<file path="src/arx_pkg.sv">
// constants and types shared by the receive recovery block
// assumes a 32-bit AXI4-Lite master and one 50 MHz clock
package arx_pkg;
    localparam int ARX_AW = 4;
    localparam int ARX_DW = 32;
    localparam int ARX_BAUD_W = 12;

    // register byte offsets
    localparam logic [ARX_AW-1:0] ARX_OFF_CTRL = 4'h0;
    localparam logic [ARX_AW-1:0] ARX_OFF_BAUD = 4'h4;
    localparam logic [ARX_AW-1:0] ARX_OFF_STAT = 4'h8;
    localparam logic [ARX_AW-1:0] ARX_OFF_DATA = 4'hC;

    // control field positions
    localparam int ARX_CTRL_RXEN = 0;
    localparam int ARX_CTRL_DBL = 1;
    localparam int ARX_CTRL_MPF = 2;
    localparam int ARX_CTRL_CSZ = 3;
    localparam int ARX_CTRL_SBS = 6;

    // status field positions
    localparam int ARX_STAT_RXC = 0;
    localparam int ARX_STAT_FE = 1;
    localparam int ARX_STAT_OVR = 2;
    localparam int ARX_STAT_B8 = 3;
    localparam int ARX_STAT_BUSY = 4;

    // reset values and the nine-bit size code
    localparam logic [2:0] ARX_CSZ_RST = 3'h3;
    localparam logic [2:0] ARX_CSZ_NINE = 3'h7;
    localparam logic [ARX_BAUD_W-1:0] ARX_BAUD_RST = 12'h000;

    // samples per bit, voting window and data bit counts
    localparam logic [4:0] ARX_S_NORM = 5'h10;
    localparam logic [4:0] ARX_S_DBL = 5'h08;
    localparam logic [4:0] ARX_SF_NORM = 5'h08;
    localparam logic [4:0] ARX_SF_DBL = 5'h04;
    localparam logic [3:0] ARX_DBITS_MIN = 4'h5;
    localparam logic [3:0] ARX_DBITS_NINE = 4'h9;
    localparam logic [3:0] ARX_DBITS_DFLT = 4'h8;

    localparam logic [1:0] ARX_RESP_OKAY = 2'h0;
    localparam logic [1:0] ARX_RESP_SLVERR = 2'h2;

    typedef enum logic [1:0] {
        ARX_IDLE = 2'b00,
        ARX_START = 2'b01,
        ARX_DATA = 2'b10,
        ARX_STOP = 2'b11
    } arx_state_e;
endpackage

</file>
<file path="src/arx_rx_top.sv">
// receive recovery with multidrop filter behind an AXI4-Lite slave
// assumes serial input already synchronous to clk_i, idle high
//
// The AXI4-Lite slave port and the register offsets were left to the implementer.
`timescale 1ns/10ps
module arx_rx_top
    import arx_pkg::*;
#(
    parameter int BAUD_W = ARX_BAUD_W
) (
    input wire logic clk_i,
    input wire logic rst_i,
    input wire logic serial_in_pin_i,
    input wire logic [ARX_AW-1:0] s_axi_awaddr_i,
    input wire logic s_axi_awvalid_i,
    output logic s_axi_awready_o,
    input wire logic [ARX_DW-1:0] s_axi_wdata_i,
    input wire logic [3:0] s_axi_wstrb_i,
    input wire logic s_axi_wvalid_i,
    output logic s_axi_wready_o,
    output logic [1:0] s_axi_bresp_o,
    output logic s_axi_bvalid_o,
    input wire logic s_axi_bready_i,
    input wire logic [ARX_AW-1:0] s_axi_araddr_i,
    input wire logic s_axi_arvalid_i,
    output logic s_axi_arready_o,
    output logic [ARX_DW-1:0] s_axi_rdata_o,
    output logic [1:0] s_axi_rresp_o,
    output logic s_axi_rvalid_o,
    input wire logic s_axi_rready_i
);
    typedef struct packed {
        arx_state_e st;
        logic [4:0] smp;
        logic [3:0] nbit;
        logic [8:0] shf;
        logic [1:0] vote;
        logic line_q;
        logic rx_en;
        logic dbl;
        logic mpf;
        logic [2:0] csz;
        logic sbs;
        logic [BAUD_W-1:0] baud;
        logic buf_v;
        logic [8:0] buf_d;
        logic buf_fe;
        logic ovr;
        logic aw_v;
        logic [ARX_AW-1:0] aw_a;
        logic w_v;
        logic [ARX_DW-1:0] w_d;
        logic [3:0] w_s;
        logic bvalid;
        logic [1:0] bresp;
        logic rvalid;
        logic [ARX_DW-1:0] rdata;
        logic [1:0] rresp;
    } arx_regs_s;

    arx_regs_s q;
    arx_regs_s next_q;
    logic tick;

    function automatic logic maj3(input logic a, input logic b, input logic c);
        maj3 = (a & b) | (a & c) | (b & c);
    endfunction

    // shared size code: one field serves both directions
    function automatic logic [3:0] data_bits(input logic [2:0] csz);
        if (csz == ARX_CSZ_NINE) begin
            data_bits = ARX_DBITS_NINE;
        end else if (!csz[2]) begin
            data_bits = ARX_DBITS_MIN + {2'b00, csz[1:0]};
        end else begin
            data_bits = ARX_DBITS_DFLT;
        end
    endfunction

    function automatic logic is_mapped(input logic [ARX_AW-1:0] a);
        is_mapped = (a == ARX_OFF_CTRL) || (a == ARX_OFF_BAUD) ||
                    (a == ARX_OFF_STAT) || (a == ARX_OFF_DATA);
    endfunction

    arx_sample_tick #(
        .BAUD_W(BAUD_W)
    ) u_tick (
        .clk_i(clk_i),
        .rst_i(rst_i),
        .run_i(q.rx_en),
        .divisor_i(q.baud),
        .tick_o(tick)
    );

    logic [4:0] spb;
    logic [4:0] sf;
    logic [4:0] n;
    logic v;
    logic [3:0] nbits;
    logic ftype;
    logic pop;
    logic load;
    logic wr_go;
    logic rd_go;
    logic aw_open;
    logic w_open;

    always_comb begin
        next_q = q;
        // samples per bit follow double speed select
        spb = q.dbl ? ARX_S_DBL : ARX_S_NORM;
        sf = q.dbl ? ARX_SF_DBL : ARX_SF_NORM;
        n = q.smp + 5'h01;
        // majority of the three centre samples
        v = maj3(q.vote[0], q.vote[1], serial_in_pin_i);
        nbits = data_bits(q.csz);
        ftype = 1'b0;
        load = 1'b0;
        rd_go = s_axi_arvalid_i && !q.rvalid;
        pop = rd_go && (s_axi_araddr_i == ARX_OFF_DATA) && q.buf_v;
        wr_go = q.aw_v && q.w_v && !q.bvalid;

        // receive recovery, one step per sample tick
        if (tick) begin
            next_q.line_q = serial_in_pin_i;
            if (q.st == ARX_IDLE) begin
                next_q.smp = '0;
            end else begin
                next_q.smp = n;
            end
            if (q.st != ARX_IDLE && n == sf) begin
                next_q.vote[0] = serial_in_pin_i;
            end
            if (q.st != ARX_IDLE && n == sf + 5'h01) begin
                next_q.vote[1] = serial_in_pin_i;
            end
            case (q.st)
                ARX_IDLE: begin
                    // hunt for a high to low edge
                    if (q.line_q && !serial_in_pin_i) begin
                        next_q.st = ARX_START;
                        next_q.smp = 5'h01;
                        next_q.nbit = '0;
                        next_q.shf = '0;
                    end
                end
                ARX_START: begin
                    // high majority rejects the start as noise
                    if (n == sf + 5'h02 && v) begin
                        next_q.st = ARX_IDLE;
                        next_q.smp = '0;
                    end else if (n == spb) begin
                        // bit period ends after all its samples
                        next_q.st = ARX_DATA;
                        next_q.smp = '0;
                    end
                end
                ARX_DATA: begin
                    if (n == sf + 5'h02) begin
                        next_q.shf[q.nbit] = v;
                    end
                    if (n == spb) begin
                        next_q.smp = '0;
                        next_q.nbit = q.nbit + 4'h1;
                        // after the last data bit comes the stop bit
                        if (q.nbit + 4'h1 == nbits) begin
                            next_q.st = ARX_STOP;
                        end
                    end
                end
                ARX_STOP: begin
                    if (n == sf + 5'h02) begin
                        // ends at the last voting sample, edge may follow
                        next_q.st = ARX_IDLE;
                        next_q.smp = '0;
                        next_q.line_q = 1'b1;
                        // type bit from ninth bit or first stop bit
                        if (q.csz == ARX_CSZ_NINE) begin
                            ftype = q.shf[8];
                        end else begin
                            ftype = v;
                        end
                        // type one is an address frame
                        load = !q.mpf || ftype;
                    end
                end
                default: begin
                    next_q.st = ARX_IDLE;
                end
            endcase
        end

        if (pop) begin
            next_q.buf_v = 1'b0;
            next_q.ovr = 1'b0;
        end
        // new frame wins over a pop in the same cycle
        if (load) begin
            if (q.buf_v && !pop) begin
                next_q.ovr = 1'b1;
            end else begin
                next_q.buf_v = 1'b1;
                next_q.buf_d = q.shf;
                // low stop bit flags a framing error
                next_q.buf_fe = !v;
            end
        end

        // write channel: address and data taken in either order
        if (s_axi_awvalid_i && aw_open) begin
            next_q.aw_v = 1'b1;
            next_q.aw_a = s_axi_awaddr_i;
        end
        if (s_axi_wvalid_i && w_open) begin
            next_q.w_v = 1'b1;
            next_q.w_d = s_axi_wdata_i;
            next_q.w_s = s_axi_wstrb_i;
        end
        if (wr_go) begin
            next_q.aw_v = 1'b0;
            next_q.w_v = 1'b0;
            next_q.bvalid = 1'b1;
            next_q.bresp = is_mapped(q.aw_a) ? ARX_RESP_OKAY : ARX_RESP_SLVERR;
            if (q.aw_a == ARX_OFF_CTRL && q.w_s[0]) begin
                next_q.rx_en = q.w_d[ARX_CTRL_RXEN];
                next_q.dbl = q.w_d[ARX_CTRL_DBL];
                // filter enable reaches only receive logic
                next_q.mpf = q.w_d[ARX_CTRL_MPF];
                // single size code for both directions
                next_q.csz = q.w_d[ARX_CTRL_CSZ +: 3];
                next_q.sbs = q.w_d[ARX_CTRL_SBS];
            end
            if (q.aw_a == ARX_OFF_BAUD) begin
                if (q.w_s[0]) begin
                    next_q.baud[7:0] = q.w_d[7:0];
                end
                if (q.w_s[1]) begin
                    next_q.baud[BAUD_W-1:8] = q.w_d[BAUD_W-1:8];
                end
            end
        end
        if (q.bvalid && s_axi_bready_i) begin
            next_q.bvalid = 1'b0;
        end

        // read channel: one read in flight, data port read pops
        if (rd_go) begin
            next_q.rvalid = 1'b1;
            next_q.rresp = is_mapped(s_axi_araddr_i) ? ARX_RESP_OKAY : ARX_RESP_SLVERR;
            next_q.rdata = '0;
            case (s_axi_araddr_i)
                ARX_OFF_CTRL: begin
                    next_q.rdata[ARX_CTRL_RXEN] = q.rx_en;
                    next_q.rdata[ARX_CTRL_DBL] = q.dbl;
                    next_q.rdata[ARX_CTRL_MPF] = q.mpf;
                    next_q.rdata[ARX_CTRL_CSZ +: 3] = q.csz;
                    next_q.rdata[ARX_CTRL_SBS] = q.sbs;
                end
                ARX_OFF_BAUD: begin
                    next_q.rdata[BAUD_W-1:0] = q.baud;
                end
                ARX_OFF_STAT: begin
                    next_q.rdata[ARX_STAT_RXC] = q.buf_v;
                    next_q.rdata[ARX_STAT_FE] = q.buf_v && q.buf_fe;
                    next_q.rdata[ARX_STAT_OVR] = q.ovr;
                    next_q.rdata[ARX_STAT_B8] = q.buf_v && q.buf_d[8];
                    next_q.rdata[ARX_STAT_BUSY] = (q.st != ARX_IDLE);
                end
                ARX_OFF_DATA: begin
                    // bits above the character size arrive as zero
                    next_q.rdata[7:0] = q.buf_v ? q.buf_d[7:0] : 8'h00;
                end
                default: begin
                    next_q.rdata = '0;
                end
            endcase
        end
        if (q.rvalid && s_axi_rready_i) begin
            next_q.rvalid = 1'b0;
        end

        // disabling flushes the buffer and aborts a frame
        if (!q.rx_en) begin
            next_q.st = ARX_IDLE;
            next_q.smp = '0;
            next_q.line_q = 1'b0;
            next_q.buf_v = 1'b0;
            next_q.buf_fe = 1'b0;
            next_q.ovr = 1'b0;
        end
    end

    always_ff @(posedge clk_i) begin
        if (rst_i) begin
            q <= '0;
            q.st <= ARX_IDLE;
            q.csz <= ARX_CSZ_RST;
            q.baud <= ARX_BAUD_RST;
        end else begin
            q <= next_q;
        end
    end

    // slots stay shut until the response is taken: one write at a time
    assign aw_open = !q.aw_v && !q.bvalid;
    assign w_open = !q.w_v && !q.bvalid;
    assign s_axi_awready_o = aw_open;
    assign s_axi_wready_o = w_open;
    assign s_axi_bvalid_o = q.bvalid;
    assign s_axi_bresp_o = q.bresp;
    assign s_axi_arready_o = !q.rvalid;
    assign s_axi_rvalid_o = q.rvalid;
    assign s_axi_rdata_o = q.rdata;
    assign s_axi_rresp_o = q.rresp;
endmodule

</file>
<file path="src/arx_sample_tick.sv">
// sample-rate divider: one-cycle enable every divisor+1 clocks
// assumes divisor is stable while the receiver is enabled
`timescale 1ns/10ps
module arx_sample_tick
    import arx_pkg::*;
#(
    parameter int BAUD_W = ARX_BAUD_W
) (
    input wire logic clk_i,
    input wire logic rst_i,
    input wire logic run_i,
    input wire logic [BAUD_W-1:0] divisor_i,
    output logic tick_o
);
    typedef struct packed {
        logic [BAUD_W-1:0] cnt;
        logic tick;
    } arx_tick_s;

    arx_tick_s q;
    arx_tick_s next_q;

    always_comb begin
        next_q = q;
        next_q.tick = 1'b0;
        if (!run_i) begin
            next_q.cnt = divisor_i;
        end else if (q.cnt == '0) begin
            next_q.cnt = divisor_i;
            next_q.tick = 1'b1;
        end else begin
            next_q.cnt = q.cnt - 1'b1;
        end
    end

    always_ff @(posedge clk_i) begin
        if (rst_i) begin
            q <= '0;
        end else begin
            q <= next_q;
        end
    end

    assign tick_o = q.tick;
endmodule

</file>
<file path="config.mk">
export PLATFORM = sky130hd
export DESIGN_NAME = arx_rx_top
export DESIGN_NICKNAME = d
export VERILOG_FILES = /design/src/arx_pkg.sv /design/src/arx_rx_top.sv /design/src/arx_sample_tick.sv
export SDC_FILE = /design/constraint.sdc
export NUM_CORES = 1
export LEC_CHECK = 0
export ABC_AREA = 0
export BUFFER_PORTS_ARGS = -buffer_cell sky130_fd_sc_hd__buf_4
export CAP_MARGIN = 40
export CORE_ASPECT_RATIO = 1.75
export CORE_UTILIZATION = 35
export DETAILED_ROUTE_END_ITERATION = 8
export PLACE_DENSITY = 0.59
export SLEW_MARGIN = 15
export SYNTH_ARGS = -nofsm -noshare
export SYNTH_HDL_FRONTEND = slang
export SYNTH_HIERARCHICAL = 1
export SYNTH_SLANG_ARGS = --single-unit
</file>
<file path="constraint.sdc">
create_clock -name clk_i -period 3.1 [get_ports clk_i]
set_clock_uncertainty 0.2 [all_clocks]
set_input_delay 0.93 -clock clk_i [delete_from_list [all_inputs] [get_ports clk_i]]
set_output_delay 0.93 -clock clk_i [all_outputs]
set_load 0.05 [all_outputs]
</file>
==> summary.txt, run 1 <==
Run status
  • Status: finished, final reports clean

Synthesis
  • Synth top area cells: dfxtp_1, nand2_1, mux2i_1
  • Synth Area in Simple Gates: 0.2264
  • EDFF count, synth: 0
  • Adder-cell area share of the yosys netlist: 0.02780
  • Post-synthesis xor/xnor area fraction: 0.01956
  • Yosys top cell area share: 0.3883
  • Post-synth cell types: 69
  • Cell accounting for the most synthesized area: dfxtp_1
  • Mux contribution to synthesized area: 0.05844
  • Ys async rst share: 0
  • Post-Syn Area per Cell: 8.483 µm²
  • Post-Syn Instances: 626
  • Post-synthesis sequential area ratio: 0.3883
  • Compound-Gate Fraction of Synth Area: 0.1852
  • Synth Register Bits: 103
  • Combinational family with the most area after synthesis: simple AND/OR/NAND/NOR gates
  • Synthesized cell area: 0.005310 mm²
  • Synth warn: 6
  • Main synth FF type: dfxtp_1

Drt
  • DRT Pass-1 Iters: 4
  • Routed Antenna Nets: 0
  • Routed WL per cell: 15.92 µm
  • # DRC: 0
  • DRT iter0 DRCs: 282
  • DR vias: 4390
  • Vias per cell: 5.239
  • Final wirelength: 13.34 mm

Power
  • Peak VDD IR: 0.2595 mV
  • Static leakage: 2.286 nW
  • Pwr/cell area: 469.7 mW/mm²

Placed design
  • Gp weighted congestion: 0.8564
  • IO buf count: 48
  • DP Wirelength: 10.10 mm
  • Post-Place Cells: 822

Run
  • Max_cap viols: 0

Global routing
  • Vias in the first global route: 4288
  • GRT overflow: 0
  • Pin count of the biggest net entering global routing: 62
  • All-Layer GR Usage: 0.1787
  • Initial antenna violation count: 0
  • First-pass GRT wire length: 21.56 mm

Critical path
  • Crit start category: register
  • R2R Path Start: q[128]
  • WP data arrival: 2.98 ns
  • CP Data Required Time: 3.13 ns
  • Crit path capture type: register
  • R2r endpoint: q[90]
  • R2R setup slack: 0.15 ns
  • Critical Path Sink: q[90]
  • Crit-path max FO: 11
  • CP startpoint: q[128]
  • Crit Path Category: reg -> reg
  • Reg2reg path depth: 8

Die
  • Initial Util: 0.3579
  • Core Region: 0.01484 mm²
  • Site row count: 59
  • Chip height: 164.9 µm
  • Die X: 95.11 µm
  • Die area: 0.01569 mm²
  • IO Pins: 93

Clock tree
  • Postcts setup bufs: 0
  • H-tree Lvls: 3
  • Root buf cell: clkbuf_16
  • Clk sink count: 103
  • CTS max path bufs: 2
  • Worst-Skew Late Latency: 0.35 ns
  • Clock Pin Slew Worst Setup and Hold Paths: 0.08 ns
  • CTS Buf Count: 9
  • CTS tree: yes

STA
  • Final Setup Violations: 0
  • TNS Setup: 0 ns
  • Final Hold Fails: 0
  • RSZ-0062 raised after global routing: false
  • Final Cycle Share: 0.9509
  • Worst slew pin tran: 0.6667 ns
  • Maximum clock frequency: 339.2 MHz
  • Tmin final: 2.948 ns
  • Relative slew slack: 0.5556
  • Pins Over Slew Limit: 0

Final layout
  • Share of layout cells above drive strength 1: 0.1634
  • Area of the multi-input gates: 0.002841 mm²
  • Fill cell count: 1524
  • Final Net Count: 713
  • Diode count: 0
  • Sequential cell area: 0.002062 mm²
  • Layout overhead on the synthesized area: 12.65%
  • Post-Layout Cell Count: 838

Min path
  • HP Class: reg -> reg
  • Worst Hold Depth: 2
## timing repair
| item | CTS | global route |
|---|---|---|
| gates resized for setup | 0 | 2 |
| setup endpoints to repair | 0 | 14 |
| hold buffers | 0 | 0 |
## how the worst min path moves through the flow
stage                     start  endpoint  slack (ns)
after floorplan           q[50]     q[50]        0.24
after global placement    q[53]     q[53]        0.24
after detailed placement  q[39]     q[39]        0.25
after CTS                 q[39]     q[39]        0.26
after global routing      q[39]     q[39]        0.29
final                     q[52]     q[52]        0.26
## kinds of logic (layout without fill, tap and decap cells)
kind of cell / count (synthesis) / after routing
flops: 103 / 103
simple gates: 250 / 250
xor+xnor: 11 / 11
mux: 31 / 31
fa+ha+maj: 12 / 12
buf+inv: 87 / 95
compound gates: 131 / 131
other cells: 1 / 22
## worst max-delay path, cell delays in order (launching register included)
cell       delay, ns
dfxtp_1         0.47
ha_2            0.33
inv_1           0.10
o221ai_1        0.34
o2111ai_4       0.28
a2111oi_4       0.48
and2_4          0.34
mux2i_1         0.22
nor2_1          0.06
## sequential cells by signal (all words and copies together) (netlist names), named ones only
register,cells
q,73
s_axi_rvalid_o,1
s_axi_rdata_o,12
u_tick/q,12
s_axi_rresp_o,1
u_tick/tick_o,1
s_axi_bvalid_o,1
s_axi_bresp_o,1
## cell usage after synthesis (4+ instances only)
master and count:
a211oi_2 8, a21oi_1 41, a221oi_1 5, a22oi_1 12
a32o_1 10, buf_4 36, clkbuf_1 26, dfxtp_1 103
ha_1 11, inv_1 16, mux2i_1 31, nand2_1 93
nand2b_1 6, nand3_1 11, nand3b_1 4, nand4_1 6
nor2_1 74, nor2b_1 9, nor3_1 14, nor4_1 6
o211ai_1 5, o21ai_0 18, xnor2_1 6, xor2_1 4
## area by class of cell
| type | instances | share of cell area |
|---|---|---|
| Tap cell | 183 | 0.03828 |
| Inverter | 16 | 0.01004 |
| Multi-Input combinational cell | 457 | 0.4750 |
| Clock inverter | 7 | 0.01527 |
| Timing Repair Buffer | 63 | 0.07906 |
| Sequential cell | 103 | 0.3447 |
| Clock buffer | 9 | 0.03765 |
## where the power goes
| part | total (mW) | internal, mW | switching, mW |
|---|---|---|---|
| combinational | 0.241 | 0.0662 | 0.174 |
| sequential | 1.36 | 1.35 | 0.0187 |
| clock | 1.20 | 0.645 | 0.559 |
| total | 2.81 | 2.06 | 0.753 |
## layout by cell type (no fill, tap or decap), drive strengths merged, types with 11 or more instances in the layout
cell	count
o21ai	19
nor3	14
a21oi	41
inv	18
nand3	11
conb	22
dfxtp	103
nand2	93
mux2i	31
buf	63
nor2	76
a22oi	12
ha	11
## per-stage QoR
step	hold WS, ns	worst slack (ns)	area [µm²]	total power [mW]	utilization
finish	0.2589	0.1523	5982	2.810	0.4032
global route	0.2855	0.03824	5982	2.918	0.4032
CTS	0.2616	0.1017	5971	2.844	0.4024
detailed placement	0.2510	0.1255	5654	1.638	0.3811
global placement	0.2446	0.1957	5654	1.634	0.3811
floorplan	0.2357	0.3993	5389	1.590	-
## routing by layer
metal / up-vias / global-route usage / wire (µm)
li1: 2175 / - / -
met1: 2068 / 0.1933 / 5163
met2: 116 / 0.3260 / 7190
met3: 31 / 0.03131 / 465
met4: 0 / 0.08678 / 522
met5: - / 0 / 0
No activity file was read; power rests on OpenSTA's default activity.
==> run 2, diff against run 1 <==
--- a/config.mk
+++ b/config.mk
@@ -6,12 +6,13 @@
 export NUM_CORES = 1
 export LEC_CHECK = 0
 export ABC_AREA = 0
-export BUFFER_PORTS_ARGS = -buffer_cell sky130_fd_sc_hd__buf_4
+export BUFFER_PORTS_ARGS = -buffer_cell sky130_fd_sc_hd__buf_2
 export CAP_MARGIN = 40
 export CORE_ASPECT_RATIO = 1.75
-export CORE_UTILIZATION = 35
+export CORE_UTILIZATION = 56
 export DETAILED_ROUTE_END_ITERATION = 8
-export PLACE_DENSITY = 0.59
+export HOLD_SLACK_MARGIN = 0.05
+export PLACE_DENSITY = 0.85
 export SLEW_MARGIN = 15
 export SYNTH_ARGS = -nofsm -noshare
 export SYNTH_HDL_FRONTEND = slang
==> summary.txt, run 2 (synthesized netlist as in run 1, its figures left out) <==
Clock tree
  • CTS Buf Count: 9
  • Clk sink count: 103
  • Root buf cell: clkbuf_16
  • Worst-Skew Late Latency: 0.35 ns
  • Clock Pin Slew Worst Setup and Hold Paths: 0.07 ns
  • CTS tree: yes
  • CTS max path bufs: 2
  • H-tree Lvls: 3
  • Hold Buf Count CTS: 0

Min path
  • Min-delay src: q[52]
  • HP Class: reg -> reg

Placed design
  • Gp weighted congestion: 0.8950
  • Post-Place Cells: 756
  • IO buf count: 48
  • DP Wirelength: 9.328 mm

Drt
  • Routed Antenna Nets: 0
  • Routed WL per cell: 16.88 µm
  • # DRC: 0
  • Vias per cell: 6.015
  • Final wirelength: 13.08 mm
  • DRT iter0 DRCs: 329
  • DRT Pass-1 Iters: 5
  • DR vias: 4662

Critical path
  • Crit Path Category: reg -> reg
  • Crit path largest cell delay: 0.52 ns
  • Worst path cell trace: nand3_1 -> xnor2_1 -> nor3b_2 -> nor2_1 -> a311oi_1 -> nor3_1 -> a32o_1
  • Crit-path max FO: 8
  • Critical path buffers and inverters: 0
  • CP delay by family, top: simple AND/OR/NAND/NOR gates
  • Crit path capture type: register
  • R2R Path Start: q[128]
  • Slowest CP cell: dfxtp_1
  • CP startpoint: q[128]
  • Crit start category: register
  • CP Data Required Time: 3.15 ns
  • WP data arrival: 2.94 ns

Final layout
  • Layout overhead on the synthesized area: 9.543%
  • Share of layout cells above drive strength 1: 0.1621
  • Max FFs per register: 73
  • Post-Layout Cell Count: 775
  • Final core utilization: 0.6356
  • Most common cell after layout, fill and taps aside: dfxtp_1
  • Final Net Count: 712
  • Most flop-heavy register: q
  • Highest-count cells in the layout ignoring fill and taps: dfxtp_1, nand2_1, nor2_1

Global routing
  • Initial antenna violation count: 1
  • Vias in the first global route: 4274
  • All-Layer GR Usage: 0.2762
  • GRT overflow: 0
  • First-pass GRT wire length: 20.51 mm
  • Pin count of the biggest net entering global routing: 50

STA
  • Hold WS: 0.2661 ns
  • Relative slew slack: 0.5179
  • TNS Setup: 0 ns
  • Final Hold Fails: 0
  • Maximum clock frequency: 345.6 MHz
  • Worst slew pin tran: 0.7170 ns
  • Tmin final: 2.894 ns
  • Final Cycle Share: 0.9335
  • Pins Over Slew Limit: 0
  • Final Setup Violations: 0
  • RSZ-0062 raised after global routing: false

Power
  • Pwr/cell area: 497.6 mW/mm²
  • Peak VDD IR: 0.4034 mV
  • Static leakage: 2.269 nW

Die
  • Initial Util: 0.5803
  • Die area: 0.009891 mm²
  • Site row count: 46
  • Die X: 75.61 µm
  • IO Pins: 93
  • Chip height: 130.8 µm
  • Core Region: 0.009151 mm²

Run
  • Max_cap viols: 0

Run status
  • Status: finished, final reports clean
==> run 2: worst reg2reg max path: stages (launching register included) <==
cell and delay, ns:
dfxtp_1 0.52, nand3_1 0.14, xnor2_1 0.46, nor3b_2 0.41, nor2_1 0.21, a311oi_1 0.46, nor3_1 0.16, a32o_1 0.23
==> run 2: final timing paths <==
check	endpoint	slack (ns)	cells past startpoint
hold reg to reg	q[52]	0.27	2
hold / removal	q[52]	0.27	2
setup reg to reg	q[129]	0.21	7
setup / recovery	q[129]	0.21	7
==> run 2: layer usage <==
layer / vias up / wire length [µm] / track usage
li1: 2173 / - / -
met1: 2244 / 4722 / 0.2865
met2: 178 / 6967 / 0.4926
met3: 67 / 634 / 0.06365
met4: 0 / 760 / 0.1601
met5: - / 0 / 0
==> run 2: what timing repair did <==
item	in CTS	in global routing
buffers inserted	0	2
endpoints found under the hold margin	0	0
gates resized for setup	0	3
setup endpoints to repair	0	14
==> run 2: where the power goes <==
group	leakage, nW	switching, mW	internal, mW
clock network	0.166	0.512	0.792
registers	0.834	0.0185	1.35
logic	1.27	0.175	0.0502
==> run 2: area by class of cell <==
cell class	count	area, µm²
diodes	1	2.502
clock buffers	9	225.2
clock inverters	7	120.1
fillers	757	3334
inverters	16	60.06
multi-input cells	457	2851
flip-flops and latches	103	2062
well taps	120	150.1
repair buffers	62	345.3
==> run 2: per-stage QoR <==
| step | setup WS (ns) | cell area (µm²) | total power, mW |
|---|---|---|---|
| 2_1_floorplan | 0.3993 | 5389 | 1.590 |
| 3_3_place_gp | 0.2857 | 5433 | 1.611 |
| 3_5_place_dp | 0.09199 | 5433 | 1.618 |
| 4_1_cts | 0.07898 | 5778 | 2.902 |
| 5_1_grt | 0.04895 | 5817 | 2.978 |
| 6_report | 0.2061 | 5817 | 2.894 |
